==> src/togc_pkg.sv <==
// Shared constants and types for the timer output gate and channel counters
package togc_pkg;

    localparam int TOGC_NUM_CH = 5;
    localparam int TOGC_CNT_W = 16;
    localparam int TOGC_ADDR_W = 3;
    localparam int TOGC_NUM_PINS = 6;

    // Register indexes on the internal bus
    localparam logic [2:0] TOGC_IDX_OUT_MASTER_EN = 3'h0;
    localparam logic [2:0] TOGC_IDX_OUT_CTRL = 3'h1;
    localparam logic [2:0] TOGC_IDX_CNT_BASE = 3'h2;

    // Reset values and counter maximum
    localparam logic [7:0] TOGC_OUT_MASTER_EN_RST = 8'hFF;
    localparam logic [7:0] TOGC_OUT_CTRL_RST = 8'hFF;
    localparam logic [15:0] TOGC_CNT_RST = 16'h0000;
    localparam logic [15:0] TOGC_CNT_MAX = 16'hFFFF;
    localparam logic [15:0] TOGC_RD_UNMAPPED = 16'h0000;

    // Read-only ones in the two 8-bit registers
    localparam logic [1:0] TOGC_OME_FIXED = 2'h3;
    localparam logic [2:0] TOGC_OCTL_FIXED_HI = 3'h7;
    localparam logic [1:0] TOGC_OCTL_FIXED_MID = 2'h3;

    // Output control field positions
    localparam int TOGC_OCTL_TRIG_DIS_BIT = 4;
    localparam int TOGC_OCTL_OLS_HI_BIT = 1;
    localparam int TOGC_OCTL_OLS_LO_BIT = 0;

    // Pin index = master enable bit position
    localparam int TOGC_PIN_CH3_A = 0;
    localparam int TOGC_PIN_CH4_A = 1;
    localparam int TOGC_PIN_CH4_B = 2;
    localparam int TOGC_PIN_CH3_B = 3;
    localparam int TOGC_PIN_AUX_A = 4;
    localparam int TOGC_PIN_AUX_B = 5;

    // Pins inverted by each level select bit
    localparam logic [5:0] TOGC_OLS_HI_MASK = 6'h07;
    localparam logic [5:0] TOGC_OLS_LO_MASK = 6'h38;

    typedef enum logic [1:0] {
        TOGC_CMB_NORMAL0 = 2'b00,
        TOGC_CMB_NORMAL1 = 2'b01,
        TOGC_CMB_COMP_PWM = 2'b10,
        TOGC_CMB_RSYNC_PWM = 2'b11
    } togc_comb_mode_t;

endpackage

==> src/togc_cnt_if.sv <==
// Carrier between the top block and one channel counter
`timescale 1ns/1ps
interface togc_cnt_if #(parameter int CNT_W = 16);
    logic tick;
    logic downEn;
    logic clear;
    logic standby;
    logic [1:0] wrByte;
    logic [CNT_W-1:0] wrData;
    logic [CNT_W-1:0] count;
    logic wrapPulse;

    modport ctrl (output tick, output downEn, output clear, output standby,
                  output wrByte, output wrData, input count, input wrapPulse);
    modport cnt (input tick, input downEn, input clear, input standby,
                 input wrByte, input wrData, output count, output wrapPulse);
endinterface

==> src/togc_counter.sv <==
// One 16-bit channel counter with clear, byte write and wrap detection
`timescale 1ns/1ps
module togc_counter
    import togc_pkg::*;
#(
    parameter int CNT_W = 16
) (
    input wire logic clk,
    input wire logic rst,
    togc_cnt_if.cnt bus
);

    generate
        if (CNT_W != TOGC_CNT_W) begin : g_bad_width
            $error("togc_counter supports only 16-bit counters");
        end
    endgenerate

    logic [CNT_W-1:0] count_ff;
    logic [CNT_W-1:0] nxt_count;
    logic wrap_ff;
    logic nxt_wrap;

    always_comb begin
        nxt_count = count_ff;
        nxt_wrap = 1'b0;
        if (bus.standby) begin
            nxt_count = TOGC_CNT_RST;
        end else if (bus.wrByte != 2'b00) begin
            if (bus.wrByte[1]) begin
                nxt_count[CNT_W-1:8] = bus.wrData[CNT_W-1:8];
            end
            if (bus.wrByte[0]) begin
                nxt_count[7:0] = bus.wrData[7:0];
            end
        end else if (bus.clear) begin
            nxt_count = TOGC_CNT_RST;
        end else if (bus.tick) begin
            if (bus.downEn) begin
                nxt_count = count_ff - CNT_W'(1);
                nxt_wrap = (count_ff == TOGC_CNT_RST);
            end else begin
                nxt_count = count_ff + CNT_W'(1);
                nxt_wrap = (count_ff == TOGC_CNT_MAX);
            end
        end
    end

    always_ff @(posedge clk) begin
        if (rst) begin
            count_ff <= TOGC_CNT_RST;
            wrap_ff <= 1'b0;
        end else begin
            count_ff <= nxt_count;
            wrap_ff <= nxt_wrap;
        end
    end

    assign bus.count = count_ff;
    assign bus.wrapPulse = wrap_ff;

endmodule

==> src/togc_timer_unit.sv <==
// Output master enable gate, output control and five channel counters
`timescale 1ns/1ps
module togc_timer_unit
    import togc_pkg::*;
#(
    parameter int NUM_CH = TOGC_NUM_CH,
    parameter int CNT_W = TOGC_CNT_W
) (
    input wire logic clk,
    input wire logic rst,
    input wire logic standby,
    input wire logic [TOGC_ADDR_W-1:0] cpuAddr,
    input wire logic cpuWr,
    input wire logic cpuRd,
    input wire logic [1:0] cpuByteEn,
    input wire logic [CNT_W-1:0] cpuWrData,
    output logic [CNT_W-1:0] cpuRdData,
    input wire logic [1:0] combModeField,
    input wire logic ch2PhaseMode,
    input wire logic [7:0] tickSources,
    input wire logic [3*NUM_CH-1:0] prescalerSelect,
    input wire logic [NUM_CH-1:0] countDownReq,
    input wire logic [NUM_CH-1:0] clearReq,
    input wire logic ch1CaptureA,
    input wire logic [TOGC_NUM_PINS-1:0] timerPinLevel,
    input wire logic [TOGC_NUM_PINS-1:0] timerPinDrive,
    output logic [TOGC_NUM_PINS-1:0] pinOut,
    output logic [TOGC_NUM_PINS-1:0] pinOe,
    output logic [NUM_CH-1:0] overflowSet
);

    generate
        if (NUM_CH != TOGC_NUM_CH || CNT_W != TOGC_CNT_W) begin : g_bad_cfg
            $error("togc_timer_unit supports only five 16-bit channels");
        end
    endgenerate

    togc_comb_mode_t combMode;
    logic pwmComboMode;
    logic [NUM_CH-1:0] downAllowed;
    logic [NUM_CH-1:0] cntWrSel;
    logic [NUM_CH-1:0] wrapAll;
    logic [CNT_W-1:0] cntValue [NUM_CH];

    logic [5:0] outEnable_ff;
    logic [5:0] nxt_outEnable;
    logic trigDis_ff;
    logic nxt_trigDis;
    logic [1:0] ols_ff;
    logic [1:0] nxt_ols;
    logic [CNT_W-1:0] rdData_ff;
    logic [CNT_W-1:0] nxt_rdData;
    logic [TOGC_NUM_PINS-1:0] pinOut_ff;
    logic [TOGC_NUM_PINS-1:0] nxt_pinOut;
    logic [TOGC_NUM_PINS-1:0] pinOe_ff;
    logic [TOGC_NUM_PINS-1:0] nxt_pinOe;
    logic [TOGC_NUM_PINS-1:0] invMask;
    logic [TOGC_NUM_PINS-1:0] gatedDrive;
    logic extTrigger;
    logic wrOme;
    logic wrOctl;

    assign combMode = togc_comb_mode_t'(combModeField);
    // Both PWM combination modes
    assign pwmComboMode = (combMode == TOGC_CMB_COMP_PWM) ||
                          (combMode == TOGC_CMB_RSYNC_PWM);

    // Direction permission per channel
    always_comb begin
        downAllowed = '0;
        downAllowed[2] = ch2PhaseMode;
        downAllowed[3] = (combMode == TOGC_CMB_COMP_PWM);
        downAllowed[4] = (combMode == TOGC_CMB_COMP_PWM);
    end

    // Address decode
    always_comb begin
        wrOme = 1'b0;
        wrOctl = 1'b0;
        cntWrSel = '0;
        if (cpuWr && cpuAddr == TOGC_IDX_OUT_MASTER_EN) begin
            wrOme = cpuByteEn[0];
        end else if (cpuWr && cpuAddr == TOGC_IDX_OUT_CTRL) begin
            wrOctl = cpuByteEn[0];
        end else if (cpuWr && cpuAddr >= TOGC_IDX_CNT_BASE) begin
            for (int k = 0; k < NUM_CH; k++) begin
                cntWrSel[k] = (cpuAddr == TOGC_IDX_CNT_BASE + 3'(k));
            end
        end
    end

    // Channel counters
    togc_cnt_if #(.CNT_W(CNT_W)) cntIf [NUM_CH] ();

    generate
        for (genvar i = 0; i < NUM_CH; i++) begin : g_ch
            assign cntIf[i].tick = tickSources[prescalerSelect[3*i +: 3]];
            assign cntIf[i].downEn = countDownReq[i] & downAllowed[i];
            assign cntIf[i].clear = clearReq[i];
            assign cntIf[i].standby = standby;
            assign cntIf[i].wrByte = cntWrSel[i] ? cpuByteEn : 2'b00;
            assign cntIf[i].wrData = cpuWrData;
            assign cntValue[i] = cntIf[i].count;
            assign wrapAll[i] = cntIf[i].wrapPulse;

            togc_counter #(.CNT_W(CNT_W)) u_cnt (
                .clk(clk),
                .rst(rst),
                .bus(cntIf[i])
            );
        end
    endgenerate

    assign overflowSet = wrapAll;

    // Trigger only in PWM combination modes with trigger enabled
    assign extTrigger = ch1CaptureA && !trigDis_ff && pwmComboMode;

    // Control register next values
    always_comb begin
        nxt_outEnable = outEnable_ff;
        nxt_trigDis = trigDis_ff;
        nxt_ols = ols_ff;
        if (standby) begin
            nxt_outEnable = TOGC_OUT_MASTER_EN_RST[5:0];
            nxt_trigDis = TOGC_OUT_CTRL_RST[TOGC_OCTL_TRIG_DIS_BIT];
            nxt_ols = TOGC_OUT_CTRL_RST[1:0];
        end else begin
            if (wrOme) begin
                nxt_outEnable = cpuWrData[5:0];
            end
            if (extTrigger) begin
                nxt_outEnable = 6'h00;
            end
            if (wrOctl) begin
                nxt_trigDis = cpuWrData[TOGC_OCTL_TRIG_DIS_BIT];
                nxt_ols[1] = cpuWrData[TOGC_OCTL_OLS_HI_BIT];
                nxt_ols[0] = cpuWrData[TOGC_OCTL_OLS_LO_BIT];
            end
        end
    end

    always_ff @(posedge clk) begin
        if (rst) begin
            outEnable_ff <= TOGC_OUT_MASTER_EN_RST[5:0];
            trigDis_ff <= TOGC_OUT_CTRL_RST[TOGC_OCTL_TRIG_DIS_BIT];
            ols_ff <= TOGC_OUT_CTRL_RST[1:0];
        end else begin
            outEnable_ff <= nxt_outEnable;
            trigDis_ff <= nxt_trigDis;
            ols_ff <= nxt_ols;
        end
    end

    // Read path
    always_comb begin
        nxt_rdData = rdData_ff;
        if (cpuRd) begin
            if (cpuAddr == TOGC_IDX_OUT_MASTER_EN) begin
                nxt_rdData = {8'h00, TOGC_OME_FIXED, outEnable_ff};
            end else if (cpuAddr == TOGC_IDX_OUT_CTRL) begin
                nxt_rdData = {8'h00, TOGC_OCTL_FIXED_HI, trigDis_ff,
                              TOGC_OCTL_FIXED_MID, ols_ff};
            end else if (cpuAddr >= TOGC_IDX_CNT_BASE &&
                         cpuAddr < TOGC_IDX_CNT_BASE + 3'(NUM_CH)) begin
                nxt_rdData = cntValue[cpuAddr - TOGC_IDX_CNT_BASE];
            end else begin
                nxt_rdData = TOGC_RD_UNMAPPED;
            end
        end
    end

    always_ff @(posedge clk) begin
        if (rst) begin
            rdData_ff <= TOGC_RD_UNMAPPED;
        end else begin
            rdData_ff <= nxt_rdData;
        end
    end

    assign cpuRdData = rdData_ff;

    // Master enable gate, pin index equals enable bit
    generate
        for (genvar p = 0; p < TOGC_NUM_PINS; p++) begin : g_pin
            assign gatedDrive[p] = timerPinDrive[p] & outEnable_ff[p];
        end
    endgenerate

    // Pin gating and level inversion
    always_comb begin
        invMask = '0;
        if (pwmComboMode) begin
            if (!ols_ff[1]) begin
                invMask = invMask | TOGC_OLS_HI_MASK;
            end
            if (!ols_ff[0]) begin
                invMask = invMask | TOGC_OLS_LO_MASK;
            end
        end
        nxt_pinOut = timerPinLevel ^ invMask;
        nxt_pinOe = gatedDrive;
    end

    always_ff @(posedge clk) begin
        if (rst) begin
            pinOut_ff <= '0;
            pinOe_ff <= '0;
        end else begin
            pinOut_ff <= nxt_pinOut;
            pinOe_ff <= nxt_pinOe;
        end
    end

    assign pinOut = pinOut_ff;
    assign pinOe = pinOe_ff;

endmodule

==> config.mk <==
export PLATFORM = sky130hd
export DESIGN_NAME = togc_timer_unit
export DESIGN_NICKNAME = d
export VERILOG_FILES = /design/src/togc_pkg.sv /design/src/togc_cnt_if.sv /design/src/togc_counter.sv /design/src/togc_timer_unit.sv
export SDC_FILE = /design/constraint.sdc
export NUM_CORES = 1
export LEC_CHECK = 0
export BUFFER_PORTS_ARGS = -buffer_cell sky130_fd_sc_hd__buf_2
export CAP_MARGIN = 20
export CORE_ASPECT_RATIO = 1.25
export CORE_UTILIZATION = 40
export CTS_BUF_LIST = sky130_fd_sc_hd__clkbuf_2 sky130_fd_sc_hd__clkbuf_4 sky130_fd_sc_hd__clkbuf_8
export CTS_CLUSTER_SIZE = 24
export DETAILED_ROUTE_END_ITERATION = 7
export GPL_TIMING_DRIVEN = 0
export SLEW_MARGIN = 30
export SYNTH_ARGS = -nofsm -noshare
export SYNTH_HDL_FRONTEND = slang
export SYNTH_SLANG_ARGS = --single-unit
==> constraint.sdc <==
create_clock -name clk -period 7.4 [get_ports clk]
set_clock_uncertainty 0.05 [all_clocks]
set_input_delay 1.11 -clock clk [delete_from_list [all_inputs] [get_ports clk]]
set_output_delay 1.11 -clock clk [all_outputs]
set_load 0.05 [all_outputs]
==> summary.txt <==
Final layout
  – Layout overhead on the synthesized area: 13.8%
  – Fin nets: 1,420
  – Layout cells sized above 1: 17.0%
  – Antenna Cells: 0

Critical path
  – CP startpoint kind: input pin
  – CP required: 7.69 ns
  – Worst path depth: 10
  – Master of the slowest instance on the critical path: o31ai_1
  – Peak per-stage delay on the critical path: 0.77 ns
  – Buffers & Inverters on Critical Path: 4
  – Critical Path Fanout Max: 10
  – Critical Path Most Common Cell: buf_2
  – Largest delay share family, worst path: buffers and inverters
  – CP Class: in2reg
  – Nature of the critical path endpoint: flip-flop
  – FF-to-FF path depth: 5
  – Worst EP arrival: 4.00 ns
  – Crit-path cells: buf_2, buf_2, inv_1, ha_1, nand3b_2, o31ai_1, clkbuf_1, nor3_1, a22oi_1, a21oi_1

Timing
  – RSZ-0062 raised after global routing: false
  – Slew headroom: 32.8%
  – Setup TNS: 0 ns
  – Worst Tran Pin Value: 1.01 ns
  – Final worst path period share: 50.2%
  – Worst setup slack after layout: 3.69 ns
  – Setup violators final: 0
  – Max-slew violations: 0
  – Fin. Hold Viols: 0
  – Final min period: 3.71 ns
  – Fmax: 269 MHz

Place
  – Hpwl dp: 28.4 mm
  – Place WS: 3.27 ns
  – Gpl congestion: 1.02
  – # port buffers: 97

Yosys
  – Synthesized flop and latch total: 122
  – EDFF count, synth: 0
  – Sequential share of the synthesized area: 26.2%
  – Post-Syn Area per Cell: 7.64 um^2
  – Post-Syn Instances: 1,220
  – Dominant synthesized flop cell: dfxtp_1
  – Post-Synthesis Cell Area: 0.00932 mm^2
  – Async SR Flop Fraction: 0%
  – Largest area contributor in the netlist: dfxtp_1
  – Synth area leaders: dfxtp_1 (26%), nand2_1 (5.4%), nor2_1 (5.4%), a21oi_1 (5.1%), o21ai_0 (4.3%)
  – Share of the synthesized area in the top cell type: 26.2%
  – Syn_nets: 1,304
  – Synth cell count leaders: nand2_1 (135), nor2_1 (133), dfxtp_1 (122), a21oi_1 (94), o21ai_0 (80)
  – YS warnings: 0
  – Leading cell type by number of instances after synthesis: nand2_1
  – Synth cell types: 93

Clock network
  – Hold buffers post-CTS: 0
  – Num Clock Sinks: 122
  – CTS tree: done
  – H-tree depth: 4
  – Num CTS Buffers: 17
  – Clk_lat worst skew: 0.49 ns
  – Post-cts resize count: 0
  – Root Buffer: clkbuf_8
  – CTS Buffer Depth: 2
  – Worst-path clk slew: 0.07 ns
  – Total setup buffers inserted after CTS: 0

Power and ir drop
  – Switching share of power: 33.0%
  – P per Cell Area: 170 mW/mm^2
  – Power share of the combinational group: 23.6%
  – Psw: 595 uW
  – Power Internal: 1210 uW
  – Clk pwr share: 37.8%
  – Sequential Power Share: 38.6%
  – VDD IR max: 0.120 mV
  – Leakage: 0.00385 uW

Min path
  – Hold depth: 2
  – HP Class: reg2reg

Floorplan
  – Chip height: 173 um
  – Core ar.: 0.0229 mm^2
  – Top Ports: 108
  – Site row count: 62
  – Die Span X: 138 um
  – Initial Util: 40.7%
  – Die area: 0.0239 mm^2

Routing
  – WL final: 38.2 mm
  – Vias: 10,500
  – Pre-antenna DRT Iters: 8
  – DR WL/cell: 23.4 um
  – Drt via density: 6.44
  – DRC: 8
  – Antenna-violating nets left: 0
  – DRT iter0 DRCs: 1,270

Global routing
  – First-pass GRT wire length: 58.5 mm
  – Vias in the first global route: 9,573
  – Largest net degree at the start of global routing: 17
  – Gr usage total: 32.4%
  – Total gr overflow: 0
  – Initial antenna violation count: 3

Job
  – Max cap viols: 0

Run status
  – Failing checks: design-rule violations
  – Status: complete, but fails checks
-- through the flow --
step	hold slack (ns)	total power (uW)	std cells	area, um^2	util [%]
detailed placement	0.389	1120	1605	10200	44.4
global placement	0.390	1120	1605	10200	44.4
finish	0.400	1800	1636	10600	46.3
CTS	0.402	1800	1636	10600	46.3
global route	0.418	1870	1636	10600	46.3
floorplan	0.372	983	1220	9320	-
-- final timing paths --
path                              start                          end  slack [ns]
min reg2reg             outEnable_ff[0]                     pinOe[0]        0.40
max reg2reg  g_ch[3].u_cnt.bus.count[9]  g_ch[3].u_cnt.bus.wrapPulse        4.82
min                     outEnable_ff[0]                     pinOe[0]        0.40
max                          cpuAddr[1]   g_ch[2].u_cnt.bus.count[7]        3.69
-- layout by cell type, fill, tap and decap left out, types with 11 or more instances in the layout --
master    netlist  layout
nand2_1       135     135
nor2_1        133     133
dfxtp_1       122     122
buf_2          21     118
a21oi_1        94      94
o21ai_0        80      80
clkbuf_1       59      59
nor3_1         40      40
nand3_1        38      38
mux2i_1        29      29
xnor2_1        23      23
clkbuf_8        0      22
nor4_1         21      21
nand4_1        20      20
inv_1          18      18
a31oi_1        18      18
a211oi_1       17      17
mux4_2         16      16
and2_1         15      15
o31ai_1        14      14
a22oi_1        14      14
nor2b_1        13      13
a32oi_1        12      12
a221oi_1       12      12
and3_1         11      11
mux2_2         11      11
a32o_1         11      11
-- power groups by stage --
stage          Sequential [uW]  Combinational, uW  Clock (uW)
2_1_floorplan              724                259           0
3_5_place_dp               709                414           0
6_report                   695                426         680
4_1_cts                    694                416         686
3_3_place_gp               709                414           0
5_1_grt                    697                455         716
-- worst register-to-register path: stages (launching register included) --
cell     delay [ns]
dfxtp_1        0.54
nand4_1        0.25
nor4_1         0.60
nand3_1        0.23
mux2_2         0.33
nor4_2         0.43
-- per-layer routing --
metal	GRT usage, %	vias up	share of wire, %
met4	20.8	0	6.5
met3	7.01	134	9.2
met5	0	-	0
li1	-	4815	-
met2	50.1	597	45
met1	40.8	4987	40
-- cell families (layout without fill, tap and decap cells) --
logic type                 Yosys count  in the layout  share of synthesized area, %
AOI/OAI and AO/OA                  370            370                          26.8
DFF                                122            122                          26.2
muxes                               60             60                          9.12
and+or+nand+nor                    506            506                          27.6
adders and majority gates            9              9                          1.21
xor gates and xnor gates            31             31                          2.91
buffers and inverters              122            250                          6.10
-- flip-flops by register name, indices dropped and copies added (netlist names) --
| register | cells |
|---|---|
| pinOut | 6 |
| g_ch.u_cnt.bus.wrapPulse | 5 |
| outEnable_ff | 6 |
| trigDis_ff | 1 |
| cpuRdData | 16 |
| pinOe | 6 |
| g_ch.u_cnt.bus.count | 80 |
| ols_ff | 2 |
-- cell type report --
| class | instances | area (um^2) |
|---|---|---|
| clock buffer | 25 | 325 |
| buffer | 103 | 497 |
| timing repair buffer | 97 | 485 |
| multi-input combinational | 976 | 6300 |
| inverter | 19 | 71.3 |
| tap | 288 | 360 |
| clock inverter | 6 | 110 |
| sequential | 122 | 2440 |
| fill | 2364 | 12300 |
Note: power is estimated with default switching activity, not from simulation.
